## src/inc/fld_pkg.sv

```systemverilog
// Package for the flash LED driver control logic.
// Holds register offsets, field positions, reset values, timing counts
// and the serial slave state encoding; shared by all design files.

package fld_pkg;

  // ==========================================================
  // Register map
  localparam logic [7:0] CMD_OFFSET = 8'h00;
  localparam logic [7:0] DIM_OFFSET = 8'h01;
  localparam logic [7:0] IND_OFFSET = 8'h02;
  localparam logic [7:0] STAT_OFFSET = 8'h03;

  localparam logic [7:0] CMD_RESET = 8'h00;
  localparam logic [7:0] DIM_RESET = 8'h00;
  localparam logic [7:0] IND_RESET = 8'h00;
  localparam logic [7:0] STAT_RESET = 8'h00;

  // ==========================================================
  // Field positions
  localparam int PWR_BIT = 7;
  localparam int FLASH_TRIGGER_PIN_BIT = 6;
  localparam int TORCH_BIT = 5;
  localparam int NTC_BIT = 4;
  localparam int HI_LSB = 4;
  localparam int LO_LSB = 0;
  localparam int CODE_W = 4;

  localparam int RUN_BIT = 6;
  localparam int OPEN_BIT = 5;
  localparam int WARN_BIT = 4;
  localparam int HOT_BIT = 3;
  localparam int DIE_BIT = 2;
  localparam int SHORT_BIT = 0;

  // ==========================================================
  // Current steps and timer codes
  localparam logic [4:0] TORCH_STEP_BASE = 5'h01;
  localparam logic [4:0] FLASH_STEP_BASE = 5'h09;
  localparam logic [3:0] ONTIME_CONT = 4'hF;
  localparam logic [3:0] ONTIME_NONE = 4'h0;

  // ==========================================================
  // Timing
  localparam int CLK_HZ = 100_000_000;
  localparam int STEP_MS = 100;
  localparam int STEP_CYCLES = CLK_HZ / 1000 * STEP_MS;
  localparam int PRE_W = 24;

  // Serial slave address, address strap tied low
  localparam logic [6:0] DEV_ADDR = 7'h30;

  // ==========================================================
  // Serial slave states
  typedef enum logic [7:0] {
    ST_IDLE = 8'h01,
    ST_ADDR = 8'h02,
    ST_SUB = 8'h04,
    ST_WR = 8'h08,
    ST_ACK_A = 8'h10,
    ST_ACK_RX = 8'h20,
    ST_RD = 8'h40,
    ST_MACK = 8'h80
  } fld_i2c_state_e;

endpackage

```

## src/verilog/fld_regs.sv

```systemverilog
// Flash LED driver control: serial slave, register bank, flash gating,
// flash time-out and indicator on-time. Pins sampled on sys_clk.
// Analog fault inputs are level events from the power stage.
//
// Function
// - Four 8-bit registers at 00..03; status at 03 is read only.
// - Command bits: power, soft trigger, torch, temp monitor, timeout code.
// - Power bit enables analog blocks; zero leaves only the serial logic.
// - Flash active is soft trigger enable AND trigger pin level.
// - Flash only with power bit set; current follows flash level code.
// - Torch enable in ready mode enters torch at torch level code.
// - Temp comparators on in ready only if enabled; always in torch/flash.
// - Timeout code 0..15 gives 0..1.5 s in 100 ms steps.
// - Entering flash loads the time counter and counts down while on.
// - Counter at zero clears soft trigger and pulls attention low.
// - Expiry leaves the stored timeout code unchanged.
// - Dimming register: torch code high, flash code low; clears on shutdown.
// - Each 4-bit current code selects one of 16 levels.
// - Torch codes map to steps 1..16, flash codes to steps 9..24.
// - Indicator register: current code high, on-time low; shutdown clears.
// - Indicator current from code, lit only in ready mode.
// - Writing a nonzero indicator current code starts the on-time timer.
// - On-time codes 1..14 give 100..1400 ms; 15 means continuous.
// - Only current code writes switch the indicator on; timer end or shutdown also switch it off.
// - Status bits 6,5,4,3,2,0 as listed; bits 7 and 1 zero.
// - Register pointer increments after each completed data byte.
// - Latched status bits clear on status read; run flag is live.
// - Run flag high while flash runs, cleared at end or timeout.

`timescale 1ns/100ps
`default_nettype none

module fld_regs
#(
  parameter int STEP_CYCLES = fld_pkg::STEP_CYCLES
)
(
  input wire logic sys_clk,
  input wire logic rst_n,
  input wire logic scl_in,
  input wire logic sda_in,
  output logic sda_out,
  output logic sda_oe_n,
  input wire logic flash_trigger_pin,
  output logic attention_out,
  output logic attention_oe_n,
  input wire logic open_led_event,
  input wire logic temp_warn_event,
  input wire logic overtemp_event,
  input wire logic die_overtemp_event,
  input wire logic output_short_event,
  output logic analog_enable,
  output logic flash_mode,
  output logic torch_mode,
  output logic [4:0] led_step,
  output logic temp_monitor_on,
  output logic indicator_on,
  output logic [3:0] indicator_level
);

  fld_pkg::fld_i2c_state_e state_reg;
  logic scl_q, sda_q;
  logic scl_rise, scl_fall, start_seen, stop_seen;
  logic [3:0] cnt_reg;
  logic [7:0] shift_reg;
  logic [7:0] ptr_reg;
  logic rw_reg, mack_reg;
  logic wr_strobe, rd_done, stat_read;
  logic [7:0] rdata;
  logic [7:0] cmd_reg, current_dimming, ind_reg;
  logic [7:0] latch_reg;
  logic timeout_reg;
  logic shutdown_now;
  logic power_up_bit, soft_trigger_enable, torch_enable;
  logic led_temp_monitor_enable, flash_active, fault_block;
  logic flash_req, flash_entry, flash_expire, flash_zero;
  logic [3:0] flash_timeout_code, torch_level_code, flash_level_code;
  logic [3:0] indicator_current_code, indicator_ontime_code;
  logic ind_lit_reg, ind_timing_reg, ind_load, ind_zero, ind_expire;
  logic ready_mode;

  // ==========================================================
  // Bus line edges
  always_ff @(posedge sys_clk)
  begin
    if (!rst_n)
    begin
      scl_q <= 1'b1;
      sda_q <= 1'b1;
    end
    else
    begin
      scl_q <= scl_in;
      sda_q <= sda_in;
    end
  end

  assign scl_rise = !scl_q && scl_in;
  assign scl_fall = scl_q && !scl_in;
  assign start_seen = scl_q && scl_in && sda_q && !sda_in;
  assign stop_seen = scl_q && scl_in && !sda_q && sda_in;

  // ==========================================================
  // Serial slave framing, ack drive and pointer
  always_ff @(posedge sys_clk)
  begin
    if (!rst_n)
    begin
      state_reg <= fld_pkg::ST_IDLE;
      cnt_reg <= 4'h0;
      shift_reg <= 8'h00;
      ptr_reg <= 8'h00;
      rw_reg <= 1'b0;
      mack_reg <= 1'b0;
      sda_oe_n <= 1'b1;
    end
    else if (start_seen)
    begin
      state_reg <= fld_pkg::ST_ADDR;
      cnt_reg <= 4'h0;
      sda_oe_n <= 1'b1;
    end
    else if (stop_seen)
    begin
      state_reg <= fld_pkg::ST_IDLE;
      sda_oe_n <= 1'b1;
    end
    else
    begin
      unique case (state_reg)
        fld_pkg::ST_IDLE:
          cnt_reg <= 4'h0;
        fld_pkg::ST_ADDR, fld_pkg::ST_SUB, fld_pkg::ST_WR:
          if (scl_rise && cnt_reg != 4'h8)
          begin
            shift_reg <= {shift_reg[6:0], sda_in};
            cnt_reg <= cnt_reg + 4'h1;
          end
          else if (scl_fall && cnt_reg == 4'h8)
          begin
            cnt_reg <= 4'h0;
            sda_oe_n <= 1'b0;
            if (state_reg == fld_pkg::ST_ADDR)
            begin
              rw_reg <= shift_reg[0];
              state_reg <= fld_pkg::ST_ACK_A;
              if (shift_reg[7:1] != fld_pkg::DEV_ADDR)
              begin
                state_reg <= fld_pkg::ST_IDLE;
                sda_oe_n <= 1'b1;
              end
            end
            else if (state_reg == fld_pkg::ST_SUB)
            begin
              ptr_reg <= shift_reg;
              state_reg <= fld_pkg::ST_ACK_RX;
            end
            else
            begin
              ptr_reg <= ptr_reg + 8'h01;
              state_reg <= fld_pkg::ST_ACK_RX;
            end
          end
        fld_pkg::ST_ACK_A:
          if (scl_fall)
          begin
            if (rw_reg)
            begin
              state_reg <= fld_pkg::ST_RD;
              shift_reg <= rdata;
              sda_oe_n <= rdata[7];
            end
            else
            begin
              state_reg <= fld_pkg::ST_SUB;
              sda_oe_n <= 1'b1;
            end
          end
        fld_pkg::ST_ACK_RX:
          if (scl_fall)
          begin
            state_reg <= fld_pkg::ST_WR;
            sda_oe_n <= 1'b1;
          end
        fld_pkg::ST_RD:
          if (scl_rise)
            cnt_reg <= cnt_reg + 4'h1;
          else if (scl_fall)
          begin
            if (cnt_reg == 4'h8)
            begin
              cnt_reg <= 4'h0;
              sda_oe_n <= 1'b1;
              ptr_reg <= ptr_reg + 8'h01;
              state_reg <= fld_pkg::ST_MACK;
            end
            else
            begin
              shift_reg <= {shift_reg[6:0], 1'b0};
              sda_oe_n <= shift_reg[6];
            end
          end
        fld_pkg::ST_MACK:
          if (scl_rise)
            mack_reg <= !sda_in;
          else if (scl_fall)
          begin
            if (mack_reg)
            begin
              state_reg <= fld_pkg::ST_RD;
              shift_reg <= rdata;
              sda_oe_n <= rdata[7];
            end
            else
              state_reg <= fld_pkg::ST_IDLE;
          end
      endcase
    end
  end

  // Open-drain data line only ever pulls low
  always_ff @(posedge sys_clk)
  begin
    sda_out <= 1'b0;
  end

  // Byte strobes
  assign wr_strobe = (state_reg == fld_pkg::ST_WR) && !start_seen &&
                     !stop_seen && scl_fall && cnt_reg == 4'h8;
  assign rd_done = (state_reg == fld_pkg::ST_RD) && !start_seen &&
                   !stop_seen && scl_fall && cnt_reg == 4'h8;
  assign stat_read = rd_done && ptr_reg == fld_pkg::STAT_OFFSET;

  // ==========================================================
  // Register fields
  assign power_up_bit = cmd_reg[fld_pkg::PWR_BIT];
  assign soft_trigger_enable = cmd_reg[fld_pkg::FLASH_TRIGGER_PIN_BIT];
  assign torch_enable = cmd_reg[fld_pkg::TORCH_BIT];
  assign led_temp_monitor_enable = cmd_reg[fld_pkg::NTC_BIT];
  assign flash_timeout_code = cmd_reg[fld_pkg::LO_LSB +: fld_pkg::CODE_W];
  assign torch_level_code = current_dimming[fld_pkg::HI_LSB +: fld_pkg::CODE_W];
  assign flash_level_code = current_dimming[fld_pkg::LO_LSB +: fld_pkg::CODE_W];
  assign indicator_current_code = ind_reg[fld_pkg::HI_LSB +: fld_pkg::CODE_W];
  assign indicator_ontime_code = ind_reg[fld_pkg::LO_LSB +: fld_pkg::CODE_W];

  // Write clearing the power bit enters shutdown
  assign shutdown_now = wr_strobe && ptr_reg == fld_pkg::CMD_OFFSET &&
                        !shift_reg[fld_pkg::PWR_BIT];

  // Read data mux, unmapped pointers read zero
  always_comb
  begin
    rdata = 8'h00;
    unique case (ptr_reg)
      fld_pkg::CMD_OFFSET: rdata = cmd_reg;
      fld_pkg::DIM_OFFSET: rdata = current_dimming;
      fld_pkg::IND_OFFSET: rdata = ind_reg;
      fld_pkg::STAT_OFFSET: rdata = latch_reg |
        (8'(flash_mode) << fld_pkg::RUN_BIT);
      default: rdata = 8'h00;
    endcase
  end

  // ==========================================================
  // Command register; expiry clears only the trigger bit
  always_ff @(posedge sys_clk)
  begin
    if (!rst_n)
      cmd_reg <= fld_pkg::CMD_RESET;
    else
    begin
      if (wr_strobe && ptr_reg == fld_pkg::CMD_OFFSET)
        cmd_reg <= shift_reg;
      if (flash_expire)
        cmd_reg[fld_pkg::FLASH_TRIGGER_PIN_BIT] <= 1'b0;
    end
  end

  // Dimming and indicator registers, cleared on shutdown
  always_ff @(posedge sys_clk)
  begin
    if (!rst_n || shutdown_now)
    begin
      current_dimming <= fld_pkg::DIM_RESET;
      ind_reg <= fld_pkg::IND_RESET;
    end
    else if (wr_strobe && ptr_reg == fld_pkg::DIM_OFFSET)
      current_dimming <= shift_reg;
    else if (wr_strobe && ptr_reg == fld_pkg::IND_OFFSET)
      ind_reg <= shift_reg;
  end

  // ==========================================================
  // Latched status and time-out flag; a new event beats a read clear
  always_ff @(posedge sys_clk)
  begin
    if (!rst_n)
    begin
      latch_reg <= fld_pkg::STAT_RESET;
      timeout_reg <= 1'b0;
    end
    else
    begin
      latch_reg <= (stat_read || shutdown_now) ? 8'h00 : latch_reg;
      latch_reg[fld_pkg::OPEN_BIT] <= open_led_event ||
        (latch_reg[fld_pkg::OPEN_BIT] && !stat_read && !shutdown_now);
      latch_reg[fld_pkg::WARN_BIT] <= temp_warn_event ||
        (latch_reg[fld_pkg::WARN_BIT] && !stat_read && !shutdown_now);
      latch_reg[fld_pkg::HOT_BIT] <= overtemp_event ||
        (latch_reg[fld_pkg::HOT_BIT] && !stat_read && !shutdown_now);
      latch_reg[fld_pkg::DIE_BIT] <= die_overtemp_event ||
        (latch_reg[fld_pkg::DIE_BIT] && !stat_read && !shutdown_now);
      latch_reg[fld_pkg::SHORT_BIT] <= output_short_event ||
        (latch_reg[fld_pkg::SHORT_BIT] && !stat_read && !shutdown_now);
      timeout_reg <= flash_expire || (timeout_reg && !stat_read);
    end
  end

  // Faults that force ready mode
  assign fault_block = latch_reg[fld_pkg::OPEN_BIT] ||
                       latch_reg[fld_pkg::HOT_BIT] ||
                       latch_reg[fld_pkg::DIE_BIT] ||
                       latch_reg[fld_pkg::SHORT_BIT];

  // ==========================================================
  // Flash gating and time-out
  assign flash_active = soft_trigger_enable && flash_trigger_pin;
  assign flash_req = flash_active && power_up_bit && !fault_block;
  assign flash_entry = flash_req && !flash_mode;
  assign flash_expire = flash_mode && flash_zero;

  fld_step_timer #(
    .STEP_CYCLES(STEP_CYCLES)
  ) u_flash_timer (
    .sys_clk(sys_clk),
    .rst_n(rst_n),
    .load(flash_entry),
    .load_steps(flash_timeout_code),
    .run(flash_mode),
    .steps_zero(flash_zero)
  );

  // Mode and current outputs
  always_ff @(posedge sys_clk)
  begin
    if (!rst_n)
    begin
      analog_enable <= 1'b0;
      flash_mode <= 1'b0;
      torch_mode <= 1'b0;
      led_step <= 5'h00;
      temp_monitor_on <= 1'b0;
    end
    else
    begin
      analog_enable <= power_up_bit;
      flash_mode <= flash_req && !flash_expire;
      torch_mode <= power_up_bit && torch_enable && !flash_req &&
                    !fault_block;
      if (flash_req && !flash_expire)
        led_step <= fld_pkg::FLASH_STEP_BASE + 5'(flash_level_code);
      else if (power_up_bit && torch_enable && !fault_block)
        led_step <= fld_pkg::TORCH_STEP_BASE + 5'(torch_level_code);
      else
        led_step <= 5'h00;
      temp_monitor_on <= power_up_bit && (led_temp_monitor_enable ||
                         flash_mode || torch_mode);
    end
  end

  // Attention pulled low for time-out or any latched fault
  always_ff @(posedge sys_clk)
  begin
    if (!rst_n)
    begin
      attention_out <= 1'b0;
      attention_oe_n <= 1'b1;
    end
    else
    begin
      attention_out <= 1'b0;
      // Expiry pulls the pin in the same edge that clears the trigger bit
      attention_oe_n <= !(flash_expire || timeout_reg ||
                          |latch_reg);
    end
  end

  // ==========================================================
  // Indicator on-time
  assign ready_mode = power_up_bit && !flash_mode && !torch_mode;
  assign ind_load = wr_strobe && ptr_reg == fld_pkg::IND_OFFSET &&
                    shift_reg[fld_pkg::HI_LSB +: fld_pkg::CODE_W] != 4'h0;
  assign ind_expire = ind_timing_reg && ind_zero && !ind_load;

  fld_step_timer #(
    .STEP_CYCLES(STEP_CYCLES)
  ) u_ind_timer (
    .sys_clk(sys_clk),
    .rst_n(rst_n),
    .load(ind_load),
    .load_steps(shift_reg[fld_pkg::LO_LSB +: fld_pkg::CODE_W]),
    .run(ind_timing_reg),
    .steps_zero(ind_zero)
  );

  // Lit state changes only on current code writes, timer end or shutdown
  always_ff @(posedge sys_clk)
  begin
    if (!rst_n || shutdown_now)
    begin
      ind_lit_reg <= 1'b0;
      ind_timing_reg <= 1'b0;
    end
    else if (ind_load)
    begin
      ind_lit_reg <= 1'b1;
      ind_timing_reg <= shift_reg[fld_pkg::LO_LSB +: fld_pkg::CODE_W] !=
        fld_pkg::ONTIME_CONT && shift_reg[fld_pkg::LO_LSB +:
        fld_pkg::CODE_W] != fld_pkg::ONTIME_NONE;
    end
    else if (wr_strobe && ptr_reg == fld_pkg::IND_OFFSET)
    begin
      ind_lit_reg <= 1'b0;
      ind_timing_reg <= 1'b0;
    end
    else if (ind_expire)
    begin
      ind_lit_reg <= 1'b0;
      ind_timing_reg <= 1'b0;
    end
  end

  // Indicator drive, ready mode only
  always_ff @(posedge sys_clk)
  begin
    if (!rst_n)
    begin
      indicator_on <= 1'b0;
      indicator_level <= 4'h0;
    end
    else
    begin
      indicator_on <= ready_mode && ind_lit_reg;
      indicator_level <= (ready_mode && ind_lit_reg) ?
                         indicator_current_code : 4'h0;
    end
  end

endmodule

`default_nettype wire

```

## src/verilog/fld_step_timer.sv

```systemverilog
// Step timer: counts down a 4-bit code in steps of STEP_CYCLES clocks.
// Assumes run comes from the caller's registers; load may be combinational.

`timescale 1ns/100ps
`default_nettype none

module fld_step_timer
#(
  parameter int STEP_CYCLES = fld_pkg::STEP_CYCLES
)
(
  input wire logic sys_clk,
  input wire logic rst_n,
  input wire logic load,
  input wire logic [3:0] load_steps,
  input wire logic run,
  output logic steps_zero
);

  logic [3:0] steps_reg;
  logic [fld_pkg::PRE_W-1:0] pre_reg;
  logic step_end;

  // ==========================================================
  // Prescaler and step counter
  assign step_end = (pre_reg == fld_pkg::PRE_W'(STEP_CYCLES - 1));

  always_ff @(posedge sys_clk)
  begin
    if (!rst_n)
    begin
      steps_reg <= 4'h0;
      pre_reg <= '0;
    end
    else if (load)
    begin
      steps_reg <= load_steps;
      pre_reg <= '0;
    end
    else if (run && steps_reg != 4'h0)
    begin
      if (step_end)
      begin
        pre_reg <= '0;
        steps_reg <= steps_reg - 4'h1;
      end
      else
        pre_reg <= pre_reg + fld_pkg::PRE_W'(1);
    end
  end

  assign steps_zero = (steps_reg == 4'h0);

endmodule

`default_nettype wire
```

## config.mk

```make
export PLATFORM = sky130hd
export DESIGN_NAME = fld_regs
export DESIGN_NICKNAME = d
export VERILOG_FILES = /design/src/inc/fld_pkg.sv /design/src/verilog/fld_regs.sv /design/src/verilog/fld_step_timer.sv
export SDC_FILE = /design/constraint.sdc
export NUM_CORES = 1
export LEC_CHECK = 0
export BUFFER_PORTS_ARGS = -buffer_cell sky130_fd_sc_hd__buf_4
export CORE_ASPECT_RATIO = 0.6
export CORE_MARGIN = 2
export CORE_UTILIZATION = 45
export CTS_CLUSTER_DIAMETER = 150
export DETAILED_ROUTE_END_ITERATION = 6
export HOLD_SLACK_MARGIN = 0.12
export PLACE_DENSITY = 0.72
export SLEW_MARGIN = 40
export SYNTH_ARGS = -nofsm -noshare
export SYNTH_HDL_FRONTEND = slang
export SYNTH_HIERARCHICAL = 1
export SYNTH_SLANG_ARGS = --single-unit
```

## constraint.sdc

```tcl
create_clock -name sys_clk -period 3.3 [get_ports sys_clk]
set_input_delay 0.99 -clock sys_clk [delete_from_list [all_inputs] [get_ports sys_clk]]
set_output_delay 0.99 -clock sys_clk [all_outputs]
set_load 0.005 [all_outputs]
```

# Word level (Yosys, flattened, before mapping)
# Index checks and enable logic that the tools add are counted.
dict set report classes {
  n_reduce_logical 120
  n_eq_ne 43
  n_mux 69
  n_shift 0
  add_sub_neg 8
  n_div 0
  bitwise_logic 6
  mul 0
  magnitude_cmp 0
}
# cell count
set op_table {}
lappend op_table {{$mux 8} 26}
lappend op_table {{$pmux 8 s4} 2}
lappend op_table {{$logic_and 1x1->1} 53}
lappend op_table {{$add 24x1->24 const B} 2}
lappend op_table {{$eq 24x24->1 const B} 2}
lappend op_table {{$mux 24} 2}
lappend op_table {{$mux 4} 11}
lappend op_table {{$ne 4x4->1 const B} 11}
lappend op_table {{$pmux 8 s5} 1}
lappend op_table {{$reduce_and 10->1} 3}
lappend op_table {{$ne 2x2->1 const B} 14}
lappend op_table {{$eq 8x2->1 const B} 3}
lappend op_table {{$reduce_bool 4->1} 5}
lappend op_table {{$logic_not 1->1} 17}
lappend op_table {{$mux 1} 17}
lappend op_table {{$eq 8x1->1 const B} 2}
lappend op_table {{$pmux 8 s2} 1}
lappend op_table {{$mux 5} 3}
lappend op_table {{$logic_or 1x1->1} 14}
lappend op_table {{$mux 7} 2}
lappend op_table {{$pmux 4 s3} 1}
lappend op_table {{$reduce_and 12->1} 1}
lappend op_table {{$reduce_bool 2->1} 5}
lappend op_table {{$ne 3x3->1 const B} 3}
lappend op_table {{other kinds (30)} 45}
dict set report totals {
  mem_bits_ro 0
  inputBits 10
  memories 0
  mem_bits_rw 0
  latchBits 0
  output_inout_bits 18
  wordCells 276
  regBits 136
}

# Depth between registers and ports, before layout
# Gate-level depths: netlist of the first run.
dict set report depth {
  word_depth 15
  mapped_depth 12
  depth_no_buf 11
}

# Hierarchy
# Netlist of the first run, hierarchy kept.
# module area_per_inst_um2 n_inst seq_area_each_um2 cells_each
set by_module_without_submodules {}
lappend by_module_without_submodules {fld_regs 4242.8 1 1601.5 505}
lappend by_module_without_submodules {fld_step_timer 1521.5 2 560.5 182}

# Worst setup path before layout of the first run
# OpenSTA, ideal clock, no wires.
dict set report synth_timing {
  path_type {input to register}
  from {input scl_in}
  to {register u_ind_timer.steps_reg[2]}
  t_arrival_ns 2.870
  path_buffers 2
  setup_slack_ns 0.298
  cell_stages 12
  required_time_ns 3.168
  setup_ns 0.132
  cell_sequence {inv_1 -> ha_1 -> and4b_1 -> clkbuf_1 -> nand3_1 -> and3b_1 -> nand3_1 -> nor2_1 -> inv_1 -> nand2_1 -> clkbuf_1 -> o21ai_0}
}
dict set report synth_between {
  elab_chain_len 12
  elab_cells_between_ends 19
  classes_between {mux: 1; reduce/logical: 18}
}
# item line
set synth_lines {}
lappend synth_lines {{start, declared} fld_regs.sv:40} ;# input wire logic scl_in,
lappend synth_lines {{$logic_and 1x1->1} {fld_regs.sv:100, fld_regs.sv:101}}
lappend synth_lines {{$logic_and 1x1->1 (2 in a row)} fld_regs.sv:100} ;# assign start_seen = scl_q && scl_in && sda_q && !sda_in;
lappend synth_lines {{$logic_not 1->1} fld_regs.sv:228} ;# assign wr_strobe = (state_reg == fld_pkg::ST_WR) && !start_seen &&
lappend synth_lines {{$logic_and 1x1->1 (2 in a row)} fld_regs.sv:228}
lappend synth_lines {{$logic_and 1x1->1 (*) (2 in a row)} fld_regs.sv:229} ;# !stop_seen && scl_fall && cnt_reg == 4'h8;
lappend synth_lines {{$logic_and 1x1->1 (*) (2 in a row)} fld_regs.sv:391} ;# assign ind_load = wr_strobe && ptr_reg == fld_pkg::IND_OFFSET &&
lappend synth_lines {{net ind_load} fld_regs.sv:79} ;# logic ind_lit_reg, ind_timing_reg, ind_load, ind_zero, ind_expire;
lappend synth_lines {{$reduce_bool 2->1 (no source line)} -}
lappend synth_lines {{$reduce_and 2->1 (no source line)} -}
lappend synth_lines {{end signal, assigned} fld_step_timer.sv:37} ;# steps_reg <= load_steps;
lappend synth_lines {{end signal, assigned} fld_step_timer.sv:45} ;# steps_reg <= steps_reg - 4'h1;
lappend synth_lines {{end, declared} fld_step_timer.sv:20} ;# logic [3:0] steps_reg;
# The timed path passes the listed nets; every way through them passes the cells marked *.
# A chain may end at the register's enable or synchronous reset.

# Final worst setup path of the first run
dict set report layout_timing {
  from {register state_reg[4]}
  to {register shift_reg[5]}
}
dict set report layout_between {
  elab_chain_len 4
  elab_cells_between_ends 19
  classes_between {eq/ne: 15; mux: 1; reduce/logical: 3}
}
# item line
set layout_lines {}
lappend layout_lines {{start, declared} fld_regs.sv:61} ;# fld_pkg::fld_i2c_state_e state_reg;
lappend layout_lines {{start signal, assigned} fld_regs.sv:109} ;# state_reg <= fld_pkg::ST_IDLE;
lappend layout_lines {{start signal, assigned} fld_regs.sv:119} ;# state_reg <= fld_pkg::ST_ADDR;
lappend layout_lines {{start signal, assigned} fld_regs.sv:125} ;# state_reg <= fld_pkg::ST_IDLE;
lappend layout_lines {{$eq 8x2->1 (tied with other cells)} fld_regs.sv:130} ;# unique case (state_reg)
lappend layout_lines {{$reduce_or 3->1} fld_regs.sv:130}
lappend layout_lines {{$reduce_bool 4->1 (no source line) or $ne 2x2->1 (tied branches)} -}
lappend layout_lines {{$reduce_and 12->1 (no source line)} -}
lappend layout_lines {{end signal, assigned} fld_regs.sv:136} ;# shift_reg <= {shift_reg[6:0], sda_in};
lappend layout_lines {{end signal, assigned} fld_regs.sv:170} ;# shift_reg <= rdata;
lappend layout_lines {{end signal, assigned} fld_regs.sv:199} ;# shift_reg <= {shift_reg[6:0], 1'b0};
lappend layout_lines {{end, declared} fld_regs.sv:65} ;# logic [7:0] shift_reg;
# Parallel ways exist; a longest one is shown, timed or not.

==> results of run 1 <==
==> worst max-delay path, cell delays in order, from the launching register on <==
cell	delay, ns
dfxtp_1	0.45
nor2_1	0.52
and3_1	0.51
o211ai_1	0.13
a2111o_1	0.65
a211oi_1	0.31
nor3_1	0.08
==> cells by family (layout without fill, tap and decap cells) <==
logic type	count (synthesis)	after routing	synth area share
multiplexers	38	38	0.0538
XOR/XNOR	38	38	0.0457
other	1	2	0.000515
adder cells (fa/ha/maj)	15	15	0.0258
flip-flops	136	136	0.374
AO/OA/AOI/OAI	181	181	0.158
buffers and inverters	73	102	0.0431
AND/OR/NAND/NOR	387	387	0.300
==> power by group through the flow <==
stage | clock (mW) | combinational [mW] | sequential, mW
final | 2.03 | 0.127 | 1.67
after global routing | 2.16 | 0.140 | 1.67
after CTS | 2.06 | 0.125 | 1.67
after detailed placement | 0 | 0.125 | 1.71
after global placement | 0 | 0.124 | 1.71
after floorplan | 0 | 0.0838 | 1.70
==> cells in the final DEF (no fill, tap or decap), types with 4 or more instances in the layout <==
master / synthesis / final
or3b_2: 5 / 5
mux2i_1: 35 / 35
or3_1: 11 / 11
clkbuf_16: 0 / 17
and3_1: 12 / 12
nor3_1: 20 / 20
nand3b_1: 4 / 4
o31ai_1: 5 / 5
ha_1: 15 / 15
nand4_1: 22 / 22
o21ai_0: 39 / 39
bufinv_16: 0 / 4
xnor2_1: 19 / 19
nand4b_1: 5 / 5
a21oi_1: 62 / 62
nand3_1: 37 / 37
and2_1: 8 / 8
nor2b_1: 12 / 12
a31oi_1: 7 / 7
a22oi_1: 18 / 18
nor4_4: 5 / 5
a211oi_1: 13 / 13
buf_4: 4 / 42
xor2_1: 19 / 19
or4b_1: 6 / 6
dfxtp_1: 136 / 136
or4_1: 14 / 14
nor4_1: 14 / 14
a22o_1: 6 / 6
nand2_1: 84 / 84
nand2b_1: 7 / 7
inv_1: 27 / 27
nor2_1: 90 / 90
==> cell type report <==
type	count	area [um2]	area share
clock buffers	18	429	0.0517
clock inverters	13	195	0.0235
inverters	28	105	0.0127
multi-input cells	661	4250	0.513
flip-flops and latches	136	2720	0.328
well taps	203	254	0.0306
repair buffers	43	335	0.0404
==> path summary, 6_finish.rpt <==
kind                            slack (ns)                         to                       from  cells past startpoint
worst max-delay path                  0.52  shift_reg[5]$_SDFFE_PN0P_  state_reg[4]$_SDFFE_PP0P_                      6
worst min-delay path                  0.48     timeout_reg$_SDFF_PN0_     timeout_reg$_SDFF_PN0_                      2
worst max register to register        0.52  shift_reg[5]$_SDFFE_PN0P_  state_reg[4]$_SDFFE_PP0P_                      6
worst min register to register        0.48     timeout_reg$_SDFF_PN0_     timeout_reg$_SDFF_PN0_                      2
==> per-layer routing <==
metal,routed length [um],up-vias,share of wire,track usage
met5,0,-,0,0
met1,10100,3101,0.53,0.369
met2,6870,295,0.36,0.296
met3,1910,10,0.10,0.0672
li1,-,3189,-,-
met4,132,0,0.0069,0.0497
==> metrics by stage <==
stage	hold WS, ns	instances	cell area, um2
finish	0.480	1102	8290
global placement	0.465	1071	7670
detailed placement	0.480	1071	7670
CTS	0.487	1102	8290
global route	0.512	1102	8290
floorplan	0.448	870	7290
==> results.cfg, run 1 <==
[synth]
synth_edf_count = 0
avgSynthCellArea_um2 = 8.38
ys.flop_type = dfxtp_1
synth_cell_type_count = 77
synth_top_area_share = 0.374
yosys-top-cells-count = 136 x dfxtp_1, 90 x nor2_1, 84 x nand2_1
synthCells = 869
synth.most_common_cell = dfxtp_1
yosysWarnings = 6
ys_ff_latch = 136
synth_top_area_cell = dfxtp_1
yosysSeqAreaShare = 0.374
synthesis.area_um2 = 7290
async_reset_ff_frac = 0
synthTopCellsByArea = dfxtp_1 37%, mux2i_1 4.8%, nor2_1 4.6%

[sta]
slew_violations = 0
setup_tns_ns = 0
fin_crit_ns = 2.78
worst_pin_slew_ns = 0.717
grt_setup_unrepaired = no
slew_headroom = 0.522
finClkSkew_ns = 0.0110
finalHoldViolCount = 0
max_freq_mhz = 360
period_share = 0.842
setup_ws_ns = 0.521
setup_violations = 0

[final_layout]
fin_util = 0.532
fillCellCount = 1416
drive_gt1_frac = 0.119
syn_to_final_growth_pct = 13.8
antenna_cells = 0
nets = 912

[status]
status = finished, final reports clean

[setup_path]
cp-start-kind = flop
cp_max_fo = 15
end_kind = flop
arrival_ns = 3.07
worstSetupPathType = flop to flop
crit_required_ns = 3.60

[run]
max_cap_viol_count = 0

[floorplanning]
die_w_um = 168
core_um2 = 15600
rows = 35
start_util = 0.467
die_h_um = 103
io_pins = 28
dieArea_um2 = 17300

[clocking]
clk_pin_slew_ns = 0.06
cts_setup_buffers = 0
worstSkewPairLatency_ns = 0.42
cts-buffers-inserted = 17
cts_max_level = 4
clock-root-buffer = clkbuf_16
cts_tree = built
cts_hold_buf = 0
cts_sinks = 136
cts_resized = 0
clockBufferDepth = 2

[pwr]
p_clk_frac = 0.530
p_sw_frac = 0.223
comb_power_share = 0.033
switchingPower_mw = 0.855
intPower_mw = 2.97
power_frac_seq = 0.437
p_total_mw = 3.83
ir_worst_vdd_v = 0.000334
powerDensity_nw_per_um2 = 462
p_leak_nw = 3.03

[place]
dpl.hpwl_mm = 13.6
gp_congestion = 0.972
place_ws_ns = 0.184
place.port_buffers = 25

[route]
vias = 6595
drtIter0Drc = 735
first_pass_iters = 5
via_per_inst = 5.98
drc = 0
drtAntennaViolNets = 0
wirelength_mm = 19.0
wl_per_cell_um = 17.3

[grt]
grtUsageTotal = 0.231
antenna_found_initial = 0
grt_pass1_vias = 5862
grt_overflow = 0
grt_max_degree = 30
grt_pass1_wl_mm = 31.6

[hold_path]
hp-class = flop to flop
No activity file was read; power rests on OpenSTA's default activity.
==> inputs of run 2 (changes only) <==
--- a/config.mk
+++ b/config.mk
@@ -5,6 +5,7 @@
 export SDC_FILE = /design/constraint.sdc
 export NUM_CORES = 1
 export LEC_CHECK = 0
+export ABC_AREA = 1
 export BUFFER_PORTS_ARGS = -buffer_cell sky130_fd_sc_hd__buf_4
 export CORE_ASPECT_RATIO = 0.6
 export CORE_MARGIN = 2
==> constraint.sdc (replaced) <==
create_clock -name sys_clk -period 2.73 [get_ports sys_clk]
set_input_delay 0.819 -clock sys_clk [delete_from_list [all_inputs] [get_ports sys_clk]]
set_output_delay 0.819 -clock sys_clk [all_outputs]
set_load 0.005 [all_outputs]
==> results.cfg, run 2 <==
[status]
status = finished, final reports clean

[setup_path]
path_delay_family = simple AND/OR/NAND/NOR gates
rr_worst_depth = 15
path_buf_inv = 4
cp_max_fo = 9
slowest_delay_ns = 0.24
arrival_ns = 2.62
end_kind = flop
cp.depth = 14
slowest_stage = nor2_2
cp_cell_sequence = buf_4 > ha_1 > nand3_1 > nand2_1 > nor2_2 > nand3_2 > inv_2 > nand2_1 > inv_1 > clkinv_1 > nand2_1 > nand2_1 > nor2_1 > nor2_1
crit_required_ns = 3.05
r2r_end = u_ind_timer/steps_reg[3]$_SDFFE_PN0P_
rr_startpoint = cnt_reg[0]$_SDFFE_PP0P_
crit_top_cell = nand2_1
cp-start-kind = primary input
startpoint = scl_in
worstSetupPathType = primary input to flop
timing.reg2reg.setup_slack_ns = 0.44
cp-endpoint = u_ind_timer/steps_reg[3]$_SDFFE_PN0P_

[clocking]
cts_hold_buf = 0
clk_pin_slew_ns = 0.06
cts_sinks = 136
clock-root-buffer = clkbuf_16
cts_tree = built
cts_max_level = 4
worstSkewPairLatency_ns = 0.42
cts_setup_buffers = 0
cts_resized = 0
cts-buffers-inserted = 17
clockBufferDepth = 2

[sta]
fin_crit_ns = 2.31
hold_slack_ns = 0.466
finalHoldViolCount = 0
max_freq_mhz = 434
worst_pin_slew_ns = 0.625
slew_headroom = 0.582
period_share = 0.845
setup_ws_ns = 0.424
slew_violations = 0
setup_tns_ns = 0
setup_violations = 0
grt_setup_unrepaired = no
finClkSkew_ns = 0.0135

[floorplanning]
die_w_um = 177
dieArea_um2 = 19100
start_util = 0.465
rows = 37
die_h_um = 108
io_pins = 28
core_um2 = 17400

[place]
post_dp_cell_area_um2 = 8580
place.port_buffers = 25
place_ws_ns = 0.0313
gp_congestion = 0.961
dp.cells = 1489
dpl.hpwl_mm = 16.1

[grt]
grtUsageTotal = 0.234
grt_pass1_wl_mm = 35.2
antenna_found_initial = 0
grt_pass1_vias = 6900
grt_overflow = 0
grt_max_degree = 31

[synth]
synth_edf_count = 0
avgSynthCellArea_um2 = 6.56
synth_xor_area_frac = 0.0358
synthCells = 1232
synth_compound_area_frac = 0.0793
yosysSeqAreaShare = 0.337
synth.most_common_cell = nand2_1
synth_top_area_cell = dfxtp_1
synthTopCellsByArea = dfxtp_1 34%, nand2_1 14%, nor2_1 11%
muxShareOfSynthArea = 0
synthesis.area_um2 = 8080
synth_cell_type_count = 41
synth-simple-area-share = 0.432
synth_top_area_share = 0.337
ys_ff_latch = 136
synth_top_family_by_area = simple AND/OR/NAND/NOR gates
yosysWarnings = 6
yosys-top-cells-count = 292 x nand2_1, 235 x nor2_1, 136 x dfxtp_1
async_reset_ff_frac = 0
synthAdderAreaFrac = 0.0232
ys.flop_type = dfxtp_1

[final_layout]
syn_to_final_growth_pct = 14.8
final_common_cell = nand2_1
final_cell_area_um2 = 9270
nets = 1299
antenna_cells = 0
final_cell_mix = 292 x nand2_1, 235 x nor2_1, 136 x dfxtp_1, 124 x inv_1, 93 x nand3_1
instances_no_fill = 1521
fin_util = 0.534
drive_gt1_frac = 0.152

[run]
max_cap_viol_count = 0

[pwr]
p_sw_frac = 0.257
comb_power_share = 0.106
switchingPower_mw = 1.40
powerDensity_nw_per_um2 = 586
power_frac_seq = 0.389
p_total_mw = 5.44
p_clk_frac = 0.505
intPower_mw = 4.04
ir_worst_vdd_v = 0.000395
p_leak_nw = 4.08

[route]
wl_per_cell_um = 14.1
first_pass_iters = 5
drc = 0
drtIter0Drc = 825
drtAntennaViolNets = 0
wirelength_mm = 21.5
vias = 7778
via_per_inst = 5.11

[hold_path]
hp-class = flop to flop
-- run 2: changes by cell type after synthesis, sizes merged, moves of 17 or more --
cell    delta
clkbuf    -25
or4       -17
nand2    +233
mux2i     -35
inv      +126
nand3     +64
nor4      -19
nor2     +184
a22oi     -18
-- run 2: final cells by class --
class                      instances  area, um2
clock buffer                      17        425
sequential                       136       2720
fill                            1698       8090
clock inverter                    15        272
timing repair buffer              44        355
multi-input combinational        918       4620
inverter                         157        589
tap                              234        293
-- run 2: worst min path at each step --
stage / slack (ns) / start / cells past startpoint / to
6_report: 0.47 / timeout_reg$_SDFF_PN0_ / 2 / timeout_reg$_SDFF_PN0_
5_1_grt: 0.49 / ind_reg[3]$_SDFFE_PP0P_ / 2 / ind_reg[3]$_SDFFE_PP0P_
4_1_cts: 0.47 / timeout_reg$_SDFF_PN0_ / 2 / timeout_reg$_SDFF_PN0_
3_5_place_dp: 0.46 / timeout_reg$_SDFF_PN0_ / 2 / timeout_reg$_SDFF_PN0_
3_3_place_gp: 0.45 / timeout_reg$_SDFF_PN0_ / 2 / timeout_reg$_SDFF_PN0_
2_1_floorplan: 0.43 / ind_reg[4]$_SDFFE_PP0P_ / 2 / indicator_level[0]$_SDFF_PN0_
-- run 2: power by group through the flow --
| stage | clock network, mW | logic (mW) | registers [mW] |
|---|---|---|---|
| after floorplan | 0 | 0.431 | 2.13 |
| after global placement | 0 | 0.554 | 2.16 |
| after detailed placement | 0 | 0.565 | 2.16 |
| after CTS | 2.78 | 0.568 | 2.11 |
| after global routing | 2.87 | 0.645 | 2.12 |
| final | 2.74 | 0.576 | 2.12 |
-- run 2: tightest hold or removal path: stages, from the launching register on --
cell     delay (ns)
dfxtp_1        0.31
nand2_1        0.06
a21oi_1        0.05
-- run 2: metal layers --
metal | share of wire | global-route usage | vias to the layer above
met5 | 0 | 0 | -
met2 | 0.38 | 0.314 | 284
met3 | 0.091 | 0.0523 | 20
met4 | 0.0085 | 0.0525 | 0
li1 | - | - | 3975
met1 | 0.52 | 0.369 | 3499
-- run 2: cell families (layout without fill, tap and decap cells) --
| logic type | count (synthesis) | count (layout) |
|---|---|---|
| and+or+nand+nor | 750 | 750 |
| buffers and inverters | 179 | 233 |
| xor gates and xnor gates | 33 | 33 |
| AOI/OAI and AO/OA | 118 | 118 |
| adders and majority gates | 15 | 15 |
| DFF | 136 | 136 |
| other | 1 | 2 |
